File: config.mk
export PLATFORM = sky130hd
export DESIGN_NAME = gpibcp_port
export DESIGN_NICKNAME = d
export VERILOG_FILES = /design/src/shared/gpibcp_pkg.sv /design/src/core/gpibcp_port.sv
export SDC_FILE = /design/constraint.sdc
export NUM_CORES = 1
export LEC_CHECK = 0
export BUFFER_PORTS_ARGS = -buffer_cell sky130_fd_sc_hd__buf_4
export CORE_MARGIN = 5
export CORE_UTILIZATION = 45
export CTS_CLUSTER_DIAMETER = 30
export DETAILED_ROUTE_END_ITERATION = 8
export PLACE_DENSITY = 0.84
export SYNTH_ARGS = -nofsm -noshare
export SYNTH_HDL_FRONTEND = slang
export SYNTH_SLANG_ARGS = --single-unit
File: constraint.sdc
create_clock -name clk_i -period 2 [get_ports clk_i]
set_input_delay 0.2 -clock clk_i [delete_from_list [all_inputs] [get_ports clk_i]]
set_output_delay 0.2 -clock clk_i [all_outputs]
set_load 0.03 [all_outputs]
File: src/shared/gpibcp_pkg.sv
package gpibcp_pkg;

    // ==========================================================
    // timing
    // ==========================================================
    localparam int unsigned CLK_HZ          = 20000000;
    localparam int unsigned SETTLE_NS       = 500;
    localparam int unsigned SETTLE_CYC      = (SETTLE_NS * (CLK_HZ / 1000000) + 999) / 1000;
    localparam int unsigned IFC_US          = 100;
    localparam int unsigned IFC_CYC         = IFC_US * (CLK_HZ / 1000000);
    localparam int unsigned CNT_W           = 12;

    // ==========================================================
    // byte layout
    // ==========================================================
    localparam int unsigned DATA_W          = 8;
    localparam int unsigned MSB_POS         = 7;

    typedef enum logic [2:0] {
        GPIBCP_IDLE,
        GPIBCP_T_SETTLE,
        GPIBCP_T_DAV,
        GPIBCP_T_REL,
        GPIBCP_L_READY,
        GPIBCP_L_ACCEPT,
        GPIBCP_L_WAIT,
        GPIBCP_IFC
    } gpibcp_state_e;

endpackage

File: src/core/gpibcp_port.sv
// Summary of operation
// - data lines are two-way, active low, and line eight carries bit seven of each byte.
// - bytes move eight bits in parallel, one after another under the handshake.
// - the controller alone drives attention while it addresses talkers and listeners.
// - the controller alone drives interface clear so every instrument resets.
// - while remote enable is asserted instruments obey only the bus.
// - a talker may mark the last byte with end-or-identify; with attention it runs a poll.
// - not-ready-for-data goes high only when all listeners release it, then a byte may go out.
// - the talker pulls data-valid low after the byte settles and listeners capture it then.
// - the talker never asserts data-valid while not-ready-for-data is low.
// - not-data-accepted going high tells the talker the byte is complete.
`timescale 1ns/1ns
`default_nettype none

module gpibcp_port (
    input  wire logic       clk_i,
    input  wire logic       reset_i,
    // user side
    input  wire logic       tx_valid_i,
    output logic            tx_ready_o,
    input  wire logic [7:0] tx_data_i,
    input  wire logic       tx_cmd_i,
    input  wire logic       tx_end_i,
    input  wire logic       rx_start_i,
    output logic            rx_valid_o,
    output logic [7:0]      rx_data_o,
    output logic            rx_end_o,
    input  wire logic       rx_ready_i,
    input  wire logic       ifc_req_i,
    input  wire logic       remote_i,
    input  wire logic       poll_i,
    output logic            srq_o,
    output logic            busy_o,
    // bus side, levels are true electrical levels
    input  wire logic [7:0] dio_i,
    output logic [7:0]      dio_o,
    output logic [7:0]      dio_oe_o,
    input  wire logic       dav_i,
    output logic            dav_oe_o,
    input  wire logic       nrfd_i,
    output logic            nrfd_oe_o,
    input  wire logic       ndac_i,
    output logic            ndac_oe_o,
    input  wire logic       eoi_i,
    output logic            eoi_oe_o,
    output logic            atn_oe_o,
    output logic            ifc_oe_o,
    output logic            ren_oe_o,
    input  wire logic       srq_i
);

    // ==========================================================
    // state
    // ==========================================================
    typedef struct packed {
        gpibcp_pkg::gpibcp_state_e st;
        logic [gpibcp_pkg::CNT_W-1:0] cnt;
        logic [7:0] txb;
        logic       txeoi;
        logic       atn;
        logic       rxv;
        logic [7:0] rxb;
        logic       rxe;
        logic       srq;
    } gpibcp_s;

    gpibcp_s s_q;
    gpibcp_s s_d;

    // ==========================================================
    // next state
    // ==========================================================
    always_comb begin
        s_d = s_q;
        s_d.srq = ~srq_i;
        if (rx_valid_o && rx_ready_i) begin
            s_d.rxv = 1'b0;
        end
        case (s_q.st)
            gpibcp_pkg::GPIBCP_IDLE: begin
                if (ifc_req_i) begin
                    s_d.st  = gpibcp_pkg::GPIBCP_IFC;
                    s_d.cnt = '0;
                end else if (tx_valid_i) begin
                    s_d.txb   = tx_data_i;
                    s_d.txeoi = tx_end_i;
                    s_d.atn   = tx_cmd_i;
                    s_d.cnt   = '0;
                    s_d.st    = gpibcp_pkg::GPIBCP_T_SETTLE;
                end else if (rx_start_i && !s_q.rxv) begin
                    s_d.atn = 1'b0;
                    s_d.st  = gpibcp_pkg::GPIBCP_L_READY;
                end
            end
            gpibcp_pkg::GPIBCP_T_SETTLE: begin
                // byte goes out only once every listener has let go of
                // not-ready; a listener that pulls it again withdraws the
                // byte and restarts the settle count
                // cnt 0 means not yet released, then it counts settle cycles
                if (!nrfd_i) begin
                    s_d.cnt = '0;
                end else if (s_q.cnt >= gpibcp_pkg::CNT_W'(gpibcp_pkg::SETTLE_CYC)) begin
                    s_d.st = gpibcp_pkg::GPIBCP_T_DAV;
                end else begin
                    s_d.cnt = s_q.cnt + 1'b1;
                end
            end
            gpibcp_pkg::GPIBCP_T_DAV: begin
                if (ndac_i) begin
                    s_d.st = gpibcp_pkg::GPIBCP_T_REL;
                end
            end
            gpibcp_pkg::GPIBCP_T_REL: begin
                // hold off next byte until listeners re-arm not-accepted
                if (!ndac_i) begin
                    s_d.st = gpibcp_pkg::GPIBCP_IDLE;
                end
            end
            gpibcp_pkg::GPIBCP_L_READY: begin
                // we act as acceptor; released ready only when buffer free
                if (!dav_i) begin
                    s_d.rxb = ~dio_i;
                    s_d.rxe = ~eoi_i;
                    s_d.st  = gpibcp_pkg::GPIBCP_L_ACCEPT;
                end
            end
            gpibcp_pkg::GPIBCP_L_ACCEPT: begin
                s_d.rxv = 1'b1;
                s_d.st  = gpibcp_pkg::GPIBCP_L_WAIT;
            end
            gpibcp_pkg::GPIBCP_L_WAIT: begin
                if (dav_i) begin
                    s_d.st = gpibcp_pkg::GPIBCP_IDLE;
                end
            end
            gpibcp_pkg::GPIBCP_IFC: begin
                s_d.atn = 1'b0;
                if (s_q.cnt >= gpibcp_pkg::CNT_W'(gpibcp_pkg::IFC_CYC - 1)) begin
                    s_d.st = gpibcp_pkg::GPIBCP_IDLE;
                end else begin
                    s_d.cnt = s_q.cnt + 1'b1;
                end
            end
            default: begin
                s_d.st = gpibcp_pkg::GPIBCP_IDLE;
            end
        endcase
        if (reset_i) begin
            s_d     = '0;
            s_d.st  = gpibcp_pkg::GPIBCP_IDLE;
        end
    end

    always_ff @(posedge clk_i) begin
        s_q <= s_d;
    end

    // ==========================================================
    // decode
    // ==========================================================
    // talker role runs from taking the byte to releasing data-valid;
    // attention and end marking follow the role, not the data lines
    function automatic logic is_talker(input gpibcp_pkg::gpibcp_state_e st);
        return (st == gpibcp_pkg::GPIBCP_T_SETTLE) ||
               (st == gpibcp_pkg::GPIBCP_T_DAV);
    endfunction

    // not-ready is let go while listening for a byte and while talking,
    // so that only the instruments decide when the next byte may go
    function automatic logic frees_nrfd(input gpibcp_pkg::gpibcp_state_e st);
        return (st == gpibcp_pkg::GPIBCP_L_READY) ||
               (st == gpibcp_pkg::GPIBCP_T_SETTLE) ||
               (st == gpibcp_pkg::GPIBCP_T_DAV) ||
               (st == gpibcp_pkg::GPIBCP_T_REL);
    endfunction

    // not-accepted is held while idle or waiting for a byte; it drops
    // once the byte sits in the receive register when listening, and on leaving idle to talk or clear
    function automatic logic holds_ndac(input gpibcp_pkg::gpibcp_state_e st);
        return (st == gpibcp_pkg::GPIBCP_L_READY) ||
               (st == gpibcp_pkg::GPIBCP_IDLE);
    endfunction

    // ==========================================================
    // outputs; an enable high pulls the line low
    // ==========================================================
    logic talking;
    logic data_on;
    assign talking = is_talker(s_q.st);
    // data lines stay released until not-ready has been seen high
    assign data_on = is_talker(s_q.st) &&
                     ((s_q.st == gpibcp_pkg::GPIBCP_T_DAV) || (s_q.cnt != '0));

    assign tx_ready_o = (s_q.st == gpibcp_pkg::GPIBCP_IDLE) && !ifc_req_i && !reset_i;
    assign rx_valid_o = s_q.rxv;
    assign rx_data_o  = s_q.rxb;
    assign rx_end_o   = s_q.rxe;
    assign srq_o      = s_q.srq;
    assign busy_o     = (s_q.st != gpibcp_pkg::GPIBCP_IDLE);

    // one open-drain driver per data line; a one bit pulls its line low
    genvar bit_g;
    generate
        for (bit_g = 0; bit_g < gpibcp_pkg::DATA_W; bit_g = bit_g + 1) begin : g_dio
            assign dio_o[bit_g]    = 1'b0;
            assign dio_oe_o[bit_g] = data_on && s_q.txb[bit_g];
        end
    endgenerate

    assign dav_oe_o  = (s_q.st == gpibcp_pkg::GPIBCP_T_DAV);
    assign nrfd_oe_o = !frees_nrfd(s_q.st);
    assign ndac_oe_o = holds_ndac(s_q.st);
    assign eoi_oe_o  = (talking && s_q.txeoi && !s_q.atn) ||
                       (poll_i && s_q.st == gpibcp_pkg::GPIBCP_IDLE);
    assign atn_oe_o  = (talking && s_q.atn) ||
                       (poll_i && s_q.st == gpibcp_pkg::GPIBCP_IDLE);
    assign ifc_oe_o  = (s_q.st == gpibcp_pkg::GPIBCP_IFC);
    assign ren_oe_o  = remote_i;

endmodule

`default_nettype wire

Yosys cells after proc, flatten, opt, wreduce, memory -nomap -nowiden:

Cells that the tools add are included.

* logic and storage cells: 100
* bits in read-only memories: 0
* memories kept: 0
* input bits: 31
* latch bits: 0
* RAM bits: 0
* output and inout port bits: 36
* bits in registers: 36

* eq/ne operators: 20
* bitwise operators: 5
* divide/modulo/power cells: 0
* $add $sub $neg: 1
* muxes and demuxes: 22
* $lt $le $gt $ge: 2
* shifts and indexed selects: 0
* multiply operators: 0
* reductions and logical operators: 41

Operator list (count)
* $mux W12: 3
* $pmux W12 S3: 1
* $mux W3: 9
* $pmux W3 S8: 1
* $mux W21: 1
* $logic_and A1 B1 Y1: 17
* $mux W15: 1
* $ne A2 B2 Y1 const B: 7
* $add A12 B1 Y12 const B: 1
* $eq A3 B3 Y1 const B: 4
* $ge A12 B11 Y1 const B: 1
* $ge A12 B4 Y1 const B: 1
* $reduce_bool A12 Y1: 1
* $ne A3 B3 Y1 const B: 3
* $logic_or A1 B1 Y1: 8
* $not A8 Y8: 1
* $reduce_and A8 Y1: 1
* $eq A3 B2 Y1 const B: 2
* $reduce_and A3 Y1: 2
* $reduce_bool A3 Y1: 2
* $logic_not A1 Y1: 5
* $mux W1: 5
* $ne A2 B1 Y1 const B: 2
* $ne A4 B4 Y1 const B: 1
* other kinds (7): 11

Logic depth before layout (Yosys ltp):

* depth after elaboration: 6
* depth in mapped cells: 7
* mapped depth without buffers: 7

Worst setup path after synthesis:

No wires, ideal clock.

* path type: flip-flop to output port
* start: register s_q[34] in the netlist's numbering
* end: output port atn_oe_o
* required time: 1.800 ns
* data arrival time: 1.838 ns
* buffers on the path: 2
* setup slack: -0.038 ns
* stages on the path, launching flop included: 6
* cell sequence: dfxtp_1 clkbuf_1 clkbuf_1 nor2_1 nand2_1 a21oi_1

* longest elaborated chain between the ends: 4
* elaborated cells on any way between the ends: 7
* those cells by class: 2 x eq/ne; 5 x reduce/logical

RTL lines
* start: declaration: line gpibcp_port.sv:67 `gpibcp_s s_q;`
* start signal: assignment: line gpibcp_port.sv:155 `s_q <= s_d;`
* $eq A3 B1 Y1 / $eq A3 B2 Y1 (equally long branches): line gpibcp_port.sv:164, gpibcp_port.sv:165
* $logic_or A1 B1 Y1: line gpibcp_port.sv:164 `return (st == gpibcp_pkg::GPIBCP_T_SETTLE) ||`
* $logic_and A1 B1 Y1: line gpibcp_port.sv:215 `assign atn_oe_o = (talking && s_q.atn) ||`
* $logic_or A1 B1 Y1 *: line gpibcp_port.sv:215
* end: declaration: line gpibcp_port.sv:46 `output logic atn_oe_o,`

Mark *: on every way between the ends. The rest lies on a longest branch, timed or not.

Final worst setup path:

* start: register s_q[26] in the netlist's numbering
* end: output port dio_oe_o[0]

* longest elaborated chain between the ends: 4

RTL lines
* $reduce_bool A12 Y1: line gpibcp_port.sv:192 `((s_q.st == gpibcp_pkg::GPIBCP_T_DAV) || (s_q.cnt != '0));`
* $logic_or A1 B1 Y1: line gpibcp_port.sv:192
* $logic_and A1 B1 Y1: line gpibcp_port.sv:191 `assign data_on = is_talker(s_q.st) &&`
* $logic_and A1 B1 Y1: line gpibcp_port.sv:206 `assign dio_oe_o[bit_g] = data_on && s_q.txb[bit_g];`
* end: declaration: line gpibcp_port.sv:37 `output logic [7:0] dio_oe_o,`

No other way between the ends.

==> results_dict.tcl <==
set metrics [dict create \
    rrSetupSlack_ns -0.04 \
    critical-path-slowest-cell "or4_4" \
    seqPwrFrac_pct 32.4 \
    via_per_inst 5.23 \
    hold_class "input pin to register" \
    status "complete, but fails checks" \
    cp_slowest_stage_delay_ns 0.58 \
    diodes 0 \
    dieArea_sq_um 5800 \
    routed.top_layer "met4" \
    setup_viol 10 \
    clk_pin_slew_worst_paths_ns 0.07 \
    crit_family "simple AND/OR/NAND/NOR gates" \
    synth_cell_types 48 \
    syn_to_final_growth_pct 39.6 \
    crit_end "dio_oe_o[0]" \
    wl_per_cell_um 14.9 \
    port_buffers 56 \
    met2_length_um 2640 \
    final_cell_mix "buf_4 (67), dfxtp_1 (34), nor2_1 (27)" \
    fin_tns_setup_ns -0.734 \
    p_leak_nw 1.09 \
    dr.pass1.iters 4 \
    grt_overflow 0 \
    cap_violations 0 \
    grt_pass1_vias 1760 \
    ys_top_cells_by_area "dfxtp_1 (37%), buf_4 (6.5%), nor2_1 (5.5%), a21oi_1 (4.3%), xnor2_1 (4.0%)" \
    startpoint_type "register" \
    grt_max_degree 28 \
    fin_util_pct 64.1 \
    synth_edf_count 0 \
    crit_cells 5 \
    h-tree-depth 2 \
    antenna_found_initial 0 \
    dp.cells 339 \
    violations "negative setup slack" \
    drt-total-wl_um 5200 \
    final_common_cell "buf_4" \
    die_y_um 76.2 \
    critical_path_class "register to output port" \
    fin_cells 349 \
    rr_endpoint "s_q[29]" \
    synth-seq-cells 36 \
    max_freq_mhz 479 \
    synthFlopType "dfxtp_1" \
    hold_viol_final 0 \
    path_cells "or4_4 > o31ai_4 > a21oi_4 > and2_4 > buf_6" \
    fp.coreArea_sq_um 4290 \
    internal_power_mw 1.67 \
    numCtsBuffers 5 \
    met3RoutedLength_um 277 \
    p_comb_share_pct 44.9 \
    tritoncts "built" \
    drc 0 \
    clock_skew_ns 0.00686 \
    place.detailed.hpwl_um 3600 \
    cts.sinks 36 \
    rsz0062_at_grt "yes" \
    worstPathRequired_ns 1.80 \
    setup_slack_ns -0.0879 \
    cts.path.max_buffers 2 \
    holdBufCountCts 0 \
    stdcell_area_sq_um 2750 \
    r2r-start "s_q[21]" \
    min_period_ns 2.09 \
    cp_max_fo 8 \
    die_w_um 76.2 \
    crit_start "s_q[26]" \
    grt_pass1_wl_um 8420 \
    antenna_left 0 \
    initial_core_util_pct 45.9 \
    drive_above_1_share_pct 40.7 \
    vias 1825 \
    gp_congestion 0.854 \
    r2r_cells 7 \
    syn-cell-area_sq_um 1970 \
    synthArstFlopShare_pct 0 \
    avgSynthCellArea_sq_um 8.35 \
    power_frac_clock_pct 22.7 \
    swShare_pct 39.4 \
    num_rows 24 \
    critPathBufInv 1 \
    cp_data_arrival_time_ns 1.89 \
    seq_area_frac_synth_pct 36.6 \
    p_sw_mw 1.09 \
    pin_count 67 \
    placed_area_sq_um 2440 \
    track_usage_pct 17.2 \
    finalMaxSlewViolations 0 \
    yosys_warnings 0 \
    drt_iter0_markers 110 \
    pre_cts_ws_ns -0.0512 \
    synth_top_area_share_pct 36.6 \
    fin_crit_sh_pct 104 \
    root_buffer "clkbuf_8" \
    insertion_delay_ns 0.29 \
    synth_top_area_cell "dfxtp_1" \
    end_kind "output port" \
    finish.net_count 330 \
    powerDensity_nw_per_um2 1000 \
    syn-instance-count 236 \
    drt-met1-wl_um 2240 \
    ir_drop_v 0.000374 \
]
[power by group through the flow]
stage	clock network [mW]	registers, mW	logic [mW]
4_1_cts	0.644	0.884	1.18
3_5_place_dp	0	0.899	1.12
6_report	0.625	0.894	1.24
5_1_grt	0.676	0.907	1.34
3_3_place_gp	0	0.892	1.11
2_1_floorplan	0	0.872	0.789
[routing by layer]
layer  up-vias  GRT usage (%)
met1       848           20.5
met4         0           4.55
met5         -              0
met3         4           5.20
met2        49           29.9
li1        924              -
[cell usage after synthesis, drive strengths merged (2+ instances only)]
| master | instances |
|---|---|
| o21ai | 5 |
| or2 | 3 |
| xnor2 | 9 |
| nor3 | 3 |
| inv | 5 |
| and3 | 2 |
| nand2 | 17 |
| dfxtp | 36 |
| a21o | 2 |
| o31ai | 2 |
| o21a | 2 |
| nor2 | 29 |
| o211ai | 2 |
| nand3 | 12 |
| clkbuf | 12 |
| and4 | 2 |
| buf | 18 |
| nand4 | 2 |
| and2 | 10 |
| ha | 3 |
| a211oi | 10 |
| nor2b | 5 |
| a21oi | 17 |
| or4 | 2 |
| nor4 | 5 |
| nor4b | 3 |
[worst min-delay path by stage]
stage / startpoint / cells past startpoint / to / slack (ns)
floorplan: srq_i / 1 / srq_o / 0.27
global placement: srq_i / 2 / srq_o / 0.36
detailed placement: srq_i / 2 / srq_o / 0.36
CTS: srq_i / 2 / srq_o / 0.05
global route: srq_i / 2 / srq_o / 0.04
finish: srq_i / 2 / srq_o / 0.05
[area by class of cell]
cell class | instances | area, sq um
fill | 354 | 1540
tap | 52 | 65.1
multi-input combinational | 172 | 1230
inverter | 5 | 18.8
sequential | 36 | 726
clock inverter | 2 | 35.0
clock buffer | 6 | 72.6
timing repair buffer | 76 | 604
[what timing repair did]
action / 4_1_cts / 5_1_grt
resized for setup: 26 / 15
setup buffers: 0 / 2
setup endpoints to repair: 14 / 19
pin swaps: 13 / 13
[registers in the layout, summed over array words and instances (netlist names)]
name        count
s_q            25
rx_valid_o      1
srq_o           1
rx_end_o        1
rx_data_o       8
[per-stage QoR]
stage	hold WS [ns]	power [mW]
floorplan	0.272	1.66
global placement	0.357	2.00
detailed placement	0.359	2.02
CTS	0.0479	2.71
global route	0.0425	2.93
finish	0.0522	2.76
[cells by family after synthesis]
group | Yosys count | synth area share, %
compound gates | 50 | 17.7
simple gates | 99 | 28.2
xor+xnor | 10 | 4.44
fa+ha+maj | 3 | 1.90
other cells | 1 | 0.190
mux | 2 | 1.08
flops | 36 | 36.6
buf+inv | 35 | 9.97
Power figures use the tool's default switching activity.
